## src/verilog/strap_regs.vh

```
/*
 * Constants for the option strap decoder and spindle start sequencer.
 * Assumes a 50 MHz core clock and straps that are stable at power-up.
 */
//
// Functional notes
// - Single-ended force strap forces single-ended transceivers, ignoring differential sense.
// - Without force strap, differential sense line selects differential or single-ended mode.
// - No delay strap and no motor strap: spindle starts right after power-up.
// - Only motor strap: spindle waits for host Start Unit command.
// - Only delay strap: start after ID times 12 seconds; ID zero at once.
// - Both straps: start only on Start Unit; ID delay ignored.
// - Write-protect strap makes whole storage write protected; absent allows writes.
// - Parity-disable strap: no parity checking and no parity error reports.
// - Parity-disable strap absent: check parity and report results to host.
// - Straps sampled once after power-up; later changes need a power cycle.
// - ID 7 wins arbitration; target ID must differ from host ID.
`ifndef STRAP_REGS_VH
`define STRAP_REGS_VH

// ---------------------------------------------------------------------
// timing
// ---------------------------------------------------------------------
`define CLK_HZ          50000000
`define DELAY_STEP_S    12
`define DELAY_STEP_CYC  (`DELAY_STEP_S * `CLK_HZ)

// ---------------------------------------------------------------------
// bus ids and widths
// ---------------------------------------------------------------------
`define ID_W            4
`define HOST_ID         4'h7
`define ID_ZERO         4'h0

// ---------------------------------------------------------------------
// spindle sequencer states
// ---------------------------------------------------------------------
`define SP_SAMPLE       2'h0
`define SP_DELAY        2'h1
`define SP_WAIT_CMD     2'h2
`define SP_RUN          2'h3

// ---------------------------------------------------------------------
// register map of the plain port
// ---------------------------------------------------------------------
`define ADDR_W          4
`define REG_STRAPS      4'h0
`define REG_STATUS      4'h1
`define REG_DELAY_ID    4'h2

// ---------------------------------------------------------------------
// captured strap fields and software start bit
// ---------------------------------------------------------------------
`define BIT_FORCE_SINGLE 4
`define BIT_DELAY        3
`define BIT_MOTOR        2
`define BIT_WPROT        1
`define BIT_PAR_OFF      0
`define SOFT_START_BIT   0

`endif

```

## src/verilog/option_strap_startup_control.v

```verilog
/*
 * Option strap decoder and spindle start sequencer.
 * Assumes straps are stable at power-up, rst_b is the power-on reset, and
 * the command decoder pulses start_unit_cmd and medium_write_req.
 */
// The plain strobed port and the register offsets were chosen for this implementation.
`timescale 1ns/1ns
`include "strap_regs.vh"

module option_strap_startup_control #(
    parameter [31:0] STEP_CYC = `DELAY_STEP_CYC
)(
    // clock and reset
    input  wire               core_clk,
    input  wire               rst_b,
    // straps and bus sense
    input  wire               single_ended_force_strap,
    input  wire               delayed_start_strap,
    input  wire               motor_start_control_strap,
    input  wire               write_protect_strap,
    input  wire               parity_disable_strap,
    input  wire [`ID_W-1:0]   scsi_id,
    input  wire               diff_sense_line,
    // command side
    input  wire               start_unit_cmd,
    input  wire               medium_write_req,
    input  wire               parity_error_in,
    // register port
    input  wire [`ADDR_W-1:0] reg_addr,
    input  wire [7:0]         reg_wdata,
    input  wire               reg_wr,
    input  wire               reg_rd,
    output reg  [7:0]         reg_rdata,
    // outputs
    output reg                lvd_mode,
    output reg                spindle_on,
    output reg                write_protected,
    output reg                parity_check_en,
    output reg                parity_error_report,
    output reg                write_reject,
    output reg                id_conflict
);
    // ---------------------------------------------------------------------
    // strap capture
    // ---------------------------------------------------------------------
    wire [5:0]       straps_q;
    wire [`ID_W-1:0] id_q;
    wire             valid;
    reg              valid_d;

    strap_sampler u_sample (
        .core_clk  (core_clk),
        .rst_b     (rst_b),
        .straps_in ({1'b0, single_ended_force_strap, delayed_start_strap,
                     motor_start_control_strap, write_protect_strap,
                     parity_disable_strap}),
        .id_in     (scsi_id),
        .straps_q  (straps_q),
        .id_q      (id_q),
        .valid     (valid)
    );

    wire force_q   = straps_q[`BIT_FORCE_SINGLE];
    wire delay_q   = straps_q[`BIT_DELAY];
    wire ms_q      = straps_q[`BIT_MOTOR];
    wire wp_q      = straps_q[`BIT_WPROT];
    wire par_off_q = straps_q[`BIT_PAR_OFF];

    // ---------------------------------------------------------------------
    // spindle sequencer
    // ---------------------------------------------------------------------
    reg  [1:0] state;
    reg  [1:0] next_state;
    reg        load;
    reg        soft_start;
    wire       delay_done;

    spin_delay_timer #(
        .STEP_CYC (STEP_CYC)
    ) u_delay (
        .core_clk (core_clk),
        .rst_b    (rst_b),
        .load     (load),
        .steps    (id_q),
        .done     (delay_done)
    );

    always @*
    begin
        next_state = state;
        load       = 1'b0;
        case (state)
            `SP_SAMPLE:
            begin
                if (valid_d)
                begin
                    if (ms_q)
                        next_state = `SP_WAIT_CMD;
                    else if (delay_q)
                    begin
                        next_state = `SP_DELAY;
                        load       = 1'b1;
                    end
                    else
                        next_state = `SP_RUN;
                end
            end
            `SP_DELAY:
                if (delay_done)
                    next_state = `SP_RUN;
            `SP_WAIT_CMD:
                if (start_unit_cmd || soft_start)
                    next_state = `SP_RUN;
            `SP_RUN:
                next_state = `SP_RUN;
            default:
                next_state = `SP_SAMPLE;
        endcase
    end

    // ---------------------------------------------------------------------
    // state and outputs
    // ---------------------------------------------------------------------
    always @(posedge core_clk)
    begin
        if (!rst_b)
        begin
            state               <= `SP_SAMPLE;
            valid_d             <= 1'b0;
            spindle_on          <= 1'b0;
            lvd_mode            <= 1'b0;
            write_protected     <= 1'b0;
            parity_check_en     <= 1'b0;
            parity_error_report <= 1'b0;
            write_reject        <= 1'b0;
            id_conflict         <= 1'b0;
        end
        else
        begin
            valid_d    <= valid;
            state      <= next_state;
            spindle_on <= (next_state == `SP_RUN);
            // sense line is live; only the force strap is latched
            lvd_mode   <= valid_d & ~force_q & diff_sense_line;
            write_protected     <= valid_d & wp_q;
            parity_check_en     <= valid_d & ~par_off_q;
            parity_error_report <= valid_d & ~par_off_q & parity_error_in;
            write_reject        <= valid_d & wp_q & medium_write_req;
            id_conflict         <= valid_d & (id_q == `HOST_ID);
        end
    end

    // ---------------------------------------------------------------------
    // register port
    // ---------------------------------------------------------------------
    // software start acts like a Start Unit; only honoured while waiting
    always @(posedge core_clk)
    begin
        if (!rst_b)
        begin
            soft_start <= 1'b0;
            reg_rdata  <= 8'h00;
        end
        else
        begin
            soft_start <= reg_wr & (reg_addr == `REG_STATUS) & reg_wdata[`SOFT_START_BIT];
            if (reg_rd)
            begin
                case (reg_addr)
                    `REG_STRAPS:   reg_rdata <= {2'b00, straps_q};
                    `REG_STATUS:   reg_rdata <= {2'b00, id_conflict, write_protected,
                                                 lvd_mode, spindle_on, state};
                    `REG_DELAY_ID: reg_rdata <= {4'h0, id_q};
                    default:       reg_rdata <= 8'h00;
                endcase
            end
            else
                reg_rdata <= 8'h00;
        end
    end
endmodule // option_strap_startup_control

```

## src/verilog/spin_delay_timer.v

```verilog
/*
 * Spindle delay timer: counts a number of fixed steps, then flags done.
 * Assumes load is a one-cycle pulse from the sequencer.
 */
`timescale 1ns/1ns
`include "strap_regs.vh"

module spin_delay_timer #(
    parameter [31:0] STEP_CYC = `DELAY_STEP_CYC
)(
    // clock and reset
    input  wire             core_clk,
    input  wire             rst_b,
    // control
    input  wire             load,
    input  wire [`ID_W-1:0] steps,
    // status
    output reg              done
);
    reg [31:0]      cyc;
    reg [`ID_W-1:0] left;
    reg             busy;

    always @(posedge core_clk)
    begin
        if (!rst_b)
        begin
            cyc  <= 32'h0;
            left <= `ID_ZERO;
            busy <= 1'b0;
            done <= 1'b0;
        end
        else if (load)
        begin
            cyc  <= 32'h0;
            left <= steps;
            busy <= (steps != `ID_ZERO);
            done <= (steps == `ID_ZERO);
        end
        else if (busy)
        begin
            if (cyc == STEP_CYC - 32'h1)
            begin
                cyc <= 32'h0;
                if (left == 4'h1)
                begin
                    busy <= 1'b0;
                    done <= 1'b1;
                end
                left <= left - 4'h1;
            end
            else
                cyc <= cyc + 32'h1;
        end
    end
endmodule // spin_delay_timer

```

## src/verilog/strap_sampler.v

```verilog
/*
 * Captures the option straps once after reset release and holds them.
 * Assumes straps are synchronous, static levels at power-up.
 */
`timescale 1ns/1ns
`include "strap_regs.vh"

module strap_sampler (
    // clock and reset
    input  wire             core_clk,
    input  wire             rst_b,
    // raw straps
    input  wire [5:0]       straps_in,
    input  wire [`ID_W-1:0] id_in,
    // held values
    output reg  [5:0]       straps_q,
    output reg  [`ID_W-1:0] id_q,
    output reg              valid
);
    // captured by a clocked process after release, never under reset
    always @(posedge core_clk)
    begin
        if (!rst_b)
        begin
            // cleared so a register read right after release never shows unknowns
            straps_q <= 6'h00;
            id_q     <= `ID_ZERO;
            valid    <= 1'b0;
        end
        else if (!valid)
        begin
            straps_q <= straps_in;
            id_q     <= id_in;
            valid    <= 1'b1;
        end
    end
endmodule // strap_sampler

```

## config.mk

```make
export PLATFORM = sky130hd
export DESIGN_NAME = option_strap_startup_control
export DESIGN_NICKNAME = d
export VERILOG_FILES = /design/src/verilog/option_strap_startup_control.v /design/src/verilog/spin_delay_timer.v /design/src/verilog/strap_sampler.v
export VERILOG_INCLUDE_DIRS = /design/src /design/src/verilog
export SDC_FILE = /design/constraint.sdc
export NUM_CORES = 1
export LEC_CHECK = 0
export ABC_CLOCK_PERIOD_IN_PS = 1910
export BUFFER_PORTS_ARGS = -buffer_cell sky130_fd_sc_hd__buf_4
export CAP_MARGIN = 20
export CORE_AREA = 4 4 93 95
export DETAILED_ROUTE_END_ITERATION = 8
export DIE_AREA = 0 0 97 99
export GPL_TIMING_DRIVEN = 0
export HOLD_SLACK_MARGIN = 0.06
export MAX_ROUTING_LAYER = met4
export SLEW_MARGIN = 5
export SYNTH_ARGS = -nofsm -noshare
export SYNTH_HDL_FRONTEND = slang
export SYNTH_HIERARCHICAL = 1
export SYNTH_SLANG_ARGS = --single-unit
export TNS_END_PERCENT = 50
```

## constraint.sdc

```tcl
create_clock -name core_clk -period 1.91 [get_ports core_clk]
set_input_delay 0.4775 -clock core_clk [delete_from_list [all_inputs] [get_ports core_clk]]
set_output_delay 0.4775 -clock core_clk [all_outputs]
set_load 0.03 [all_outputs]
```

# Word-level counts from Yosys, hierarchy flattened
# Cells that the tools add are included.
# W data, S select, Z words.
[word_totals]
reg_bits = 67
latch_bits = 0
mem_bits_rw = 0
rom_bits = 0
inputBits = 29
output_inout_bits = 15
elab_cells = 77
mem_count = 0
[op_classes]
addsub = 2
multipliers = 0
div = 0
n_lt_le_gt_ge = 0
eq_ne = 9
shifts = 0
muxes = 24
n_bitwise = 12
reduce_logical = 12
[ops]
columns = ["op", "n"]
rows = [
  ["$add A32 B1 Y32 const B", 1],
  ["$eq A32 B30 Y1 const B", 1],
  ["$mux W32", 1],
  ["$pmux W6 S3", 1],
  ["$mux W1", 13],
  ["$mux W4", 3],
  ["$mux W2", 5],
  ["$and A1 B1 Y1", 9],
  ["$eq A4 B1 Y1 const B", 2],
  ["$logic_not A4 Y1", 2],
  ["$pmux W2 S4", 1],
  ["$eq A2 B2 Y1 const B", 3],
  ["$reduce_bool A2 Y1", 3],
  ["$eq A4 B2 Y1 const B", 1],
  ["$eq A4 B3 Y1 const B", 1],
  ["$reduce_and A2 Y1", 2],
  ["$reduce_bool A4 Y1", 1],
  ["$sub A4 B1 Y4 const B", 1],
  ["$not A1 Y1", 3],
  ["$reduce_and A3 Y1", 1],
  ["$eq A2 B1 Y1 const B", 1],
  ["$logic_not A2 Y1", 1],
  ["$reduce_or A2 Y1", 1],
  ["$logic_or A1 B1 Y1", 1],
]

# Longest topological paths before layout
[depth]
depth_word = 6
mapped_depth = 8

# Modules after synthesis
# Netlist, hierarchy kept.
[by_module_without_submodules]
columns = ["mod", "n_inst", "cells_per_inst", "area_per_inst_um2", "seq_area_each_um2"]
rows = [
  ["spin_delay_timer", 1, 240, 2016.9, 760.7],
  ["option_strap_startup_control", 1, 66, 665.6, 340.3],
  ["strap_sampler", 1, 32, 394.1, 220.2],
]

# Worst setup path after synthesis
# No wires, ideal clock.
[synth_path]
path_kind = "reg-to-reg"
from = "reg u_delay.cyc[3]"
to = "reg u_delay.cyc[29]"
t_arrival_ps = 1754
path_slack_ps = 36
path_stages_with_launch = 6
path_buffers = 1
period_less_slack_ps = 1874
cell_sequence = "dfxtp_1 nand4_2 or4_1 buf_2 nor4_1 mux2_2"
[synth_via]
elab_chain_len = 2
elab_cells_between_ends = 3
cone_classes = "add/sub (1); eq/ne (1); mux (1)"
[synth_rtl]
columns = ["element", "line", "rtl"]
rows = [
  ["from (decl)", "spin_delay_timer.v:20", "reg [31:0] cyc;"],
  ["from (signal assigned)", "spin_delay_timer.v:53", "cyc <= cyc + 32'h1;"],
  ["$add A32 B1 Y32 / $eq A32 B30 Y1 (equally long branches)", "spin_delay_timer.v:53, spin_delay_timer.v:42", ""],
  ["$mux W32 (*)", "spin_delay_timer.v:42", "if (cyc == STEP_CYC - 32'h1)"],
]
# Mark *: on every way between the ends. The rest lies on a longest branch, timed or not.
# A chain may end at the register's enable or synchronous reset.

# Worst setup path in the final report
[layout_path]
from = "reg u_delay.cyc[26]"
to = "reg u_delay.left[1]"
[layout_via]
elab_chain_len = 3
[layout_rtl]
columns = ["element", "line", "rtl"]
rows = [
  ["$eq A32 B30 Y1", "spin_delay_timer.v:42", ""],
  ["$reduce_bool A2 Y1 (no line)", "-", ""],
  ["$reduce_and A2 Y1 (no line)", "-", ""],
  ["to (signal assigned)", "spin_delay_timer.v:29", "left <= `ID_ZERO;"],
  ["to (signal assigned)", "spin_delay_timer.v:36", "left <= steps;"],
  ["to (signal assigned)", "spin_delay_timer.v:50", "left <= left - 4'h1;"],
  ["to (decl)", "spin_delay_timer.v:21", "reg [`ID_W-1:0] left;"],
]
# No other way between the ends.

==> flow_metrics.tcl <==
set metrics [dict create \
    status "complete, but fails checks" \
    violations "setup timing" \
    dieHeight_um 99 \
    clkTransAtPathRegs_ps 80 \
    synth.distinct_cells 55 \
    r2r_end "u_delay/left[1]" \
    arrival_ps 2140 \
    required_ps 2140 \
    fin_area_um2 3950 \
    place.gp.congestion 0.870 \
    rr_startpoint "u_delay/cyc[26]" \
    vias 2773 \
    end_kind "flip-flop" \
    coreArea_um2 7730 \
    placementRows 32 \
    p_per_area_nw_per_um2 739 \
    multi_input_comb_area_um2 1780 \
    initial_core_util_pct 39.8 \
    total_power_mw 2.92 \
    fin_nets 427 \
    place_inst 475 \
    cts_tree "done" \
    clock_skew_ps 10.6 \
    die_w_um 97 \
    root_buffer "clkbuf_8" \
    wl_per_cell_um 15.1 \
    ys.flop_type "dfxtp_1" \
    irDropWorstVdd_v 0.000494 \
    dr.first_iter.drc_count 103 \
    grt-ovfl-total 0 \
    firstDrtPassIters 5 \
    clk-insertion-delay-late_ps 340 \
    first_global_vias 2584 \
    holdCritStartpoint "parity_error_in" \
    synth_top_cell_by_area "dfxtp_1" \
    synth.cell_area_um2 3080 \
    syn_to_final_growth_pct 28.5 \
    crit_chain "nor4_1 -> nand4_1 -> buf_4 -> clkbuf_4 -> or2_2 -> o311ai_1" \
    maxCapViolCount 0 \
    drive_above_1_share_pct 28.0 \
    dp_hpwl_um 5090 \
    slew_viol_final 0 \
    ant_nets 0 \
    fin_crit_sh_pct 100 \
    worst-path-buf-inv 2 \
    holdWs_ps 331 \
    cp_top_family "simple AND/OR/NAND/NOR gates" \
    synth-edff-count 0 \
    stdcell_count 502 \
    crit_type "flip-flop to flip-flop" \
    htreeDepth 3 \
    yosysSeqAreaShare_pct 42.9 \
    synth_seq_cells 66 \
    synthTopCellsByCount "dfxtp_1, nor2_1, nand2_1" \
    avgSynthCellArea_um2 9.10 \
    grt_max_degree 27 \
    max_stage_delay_ps 370 \
    reg2reg_slack_ps -5 \
    hold_viol 0 \
    synth_top_area_share_pct 42.9 \
    crit_fanout 10 \
    clock_path_buffers 2 \
    yosys_warnings 6 \
    setup_viol 1 \
    die_area_um2 9600 \
    ioPinCount 44 \
    yosysMostFrequentCell "dfxtp_1" \
    fillers 739 \
    setup_ws_ps -4.52 \
    crit_slowest_cell "dfxtp_1" \
    leakagePower_nw 1.43 \
    syn_inst 338 \
    cts_made_buffers 9 \
    placed_area_um2 3460 \
    wl_um 7580 \
    worstMarginPinSlew_ps 552 \
    hold_depth 2 \
    netlist_top_cells_area "dfxtp_1, mux2i_1, nor2_1" \
    rsz0062_at_grt "true" \
    ctsHoldBuffers 0 \
    fmax_mhz 522 \
    hold_class "input port to flip-flop" \
    regArea_um2 1340 \
    vias_per_cell 5.52 \
    min_period_ps 1910 \
    synthArstFlopShare_pct 0 \
    antenna_found_initial 0 \
    io_buffers 33 \
    grt_util_all_layers_pct 15.7 \
    start_kind "flip-flop" \
    cts_sinks 66 \
    r2r_cells 6 \
    hold_end "parity_error_report" \
    slew_headroom_pct 63.2 \
    grt_pass1_wl_um 12100 \
    antenna_cells 0 \
    route.detailed.drc 0 \
]
## what timing repair did
item,in CTS,in global routing
endpoints found under the setup margin,36,33
setup buffers,8,5
gates resized for setup,24,39
pin swaps,6,10
## power breakdown
group	total, mW	internal [mW]	switching, mW	leakage [nW]
Clock	1.30	0.740	0.561	0.107
Combinational	0.190	0.0967	0.0934	0.778
Sequential	1.43	1.40	0.0296	0.542
Total	2.92	2.24	0.684	1.43
## worst register-to-register path: stages (launching register included)
cell	delay, ps
dfxtp_1	370
nor4_1	330
nand4_1	120
buf_4	190
clkbuf_4	200
or2_2	310
o311ai_1	300
## sequential cells by signal, indices dropped and copies added, names as in the netlist, 2 cells and up
name / cells
reg_rdata: 6
u_delay/left: 4
state: 2
u_sample/id_q: 4
u_delay/cyc: 32
u_sample/straps_q: 6
## layout make-up
type	count	area share, %
clock buffers	10	3.23
repair buffers	46	8.83
inverters	9	0.854
flip-flops and latches	66	33.9
plain buffers	14	2.72
clock inverters	6	2.28
well taps	102	3.23
multi-input cells	249	45.0
## layout by cell type, fill, tap and decap left out, types with 3 or more instances in the layout
cell type	netlist	final
a21oi_1	19	18
and2_1	5	5
and3_1	6	5
buf_2	3	3
buf_4	3	47
buf_6	1	6
clkbuf_8	0	9
conb_1	1	3
dfxtp_1	66	54
dfxtp_2	0	11
inv_1	9	9
mux2i_1	19	19
nand2_1	25	24
nand2b_1	5	4
nand3_1	10	10
nand4_1	12	12
nor2_1	27	27
nor2b_1	13	12
nor4_1	7	3
nor4b_1	5	3
o21ai_0	6	4
o311a_1	3	3
o31ai_1	11	11
or2_1	4	4
or3_1	9	9
or4_1	11	11
xnor2_1	6	6
xor2_1	6	6
## per-layer routing
layer / wire, um / vias up / GRT usage, %
met5: 0 / - / -
met4: 86 / 0 / 5.83
met3: 322 / 9 / 2.97
met2: 3790 / 69 / 25.7
met1: 3380 / 1336 / 19.2
li1: - / 1359 / -
## stage by stage
stage	TNS, ps	util, %	setup slack [ps]
after floorplan	0	-	35.6
after global placement	-12970	44.8	-569
after detailed placement	-11880	44.8	-527
after CTS	-104	49.3	-45.6
after global routing	-321	51.2	-64.5
final	-4.52	51.2	-4.52
## logic make-up (layout without fill, tap and decap cells)
group,Yosys count,count (layout),share of synthesized area (%)
muxes,20,20,6.55
xor gates and xnor gates,12,12,3.42
DFF,66,66,42.9
AOI/OAI and AO/OA,54,54,12.4
buffers and inverters,25,85,3.78
and+or+nand+nor,157,157,29.6
other,1,3,0.122
adders and majority gates,3,3,1.22
## how the worst max path moves through the flow
stage                                from         endpoint  slack, ps  cells past startpoint
final                     u_delay/cyc[26]  u_delay/left[1]         -5                      6
after global routing      u_delay/cyc[14]  u_delay/left[1]        -60                      6
after CTS                 u_delay/cyc[10]  u_delay/cyc[29]        -50                      5
after detailed placement  u_delay/cyc[17]  u_delay/cyc[10]       -530                      5
after global placement    u_delay/cyc[12]   u_delay/cyc[0]       -570                      5
after floorplan            u_delay/cyc[3]  u_delay/cyc[29]         40                      5
No activity file was read; power rests on OpenSTA's default activity.
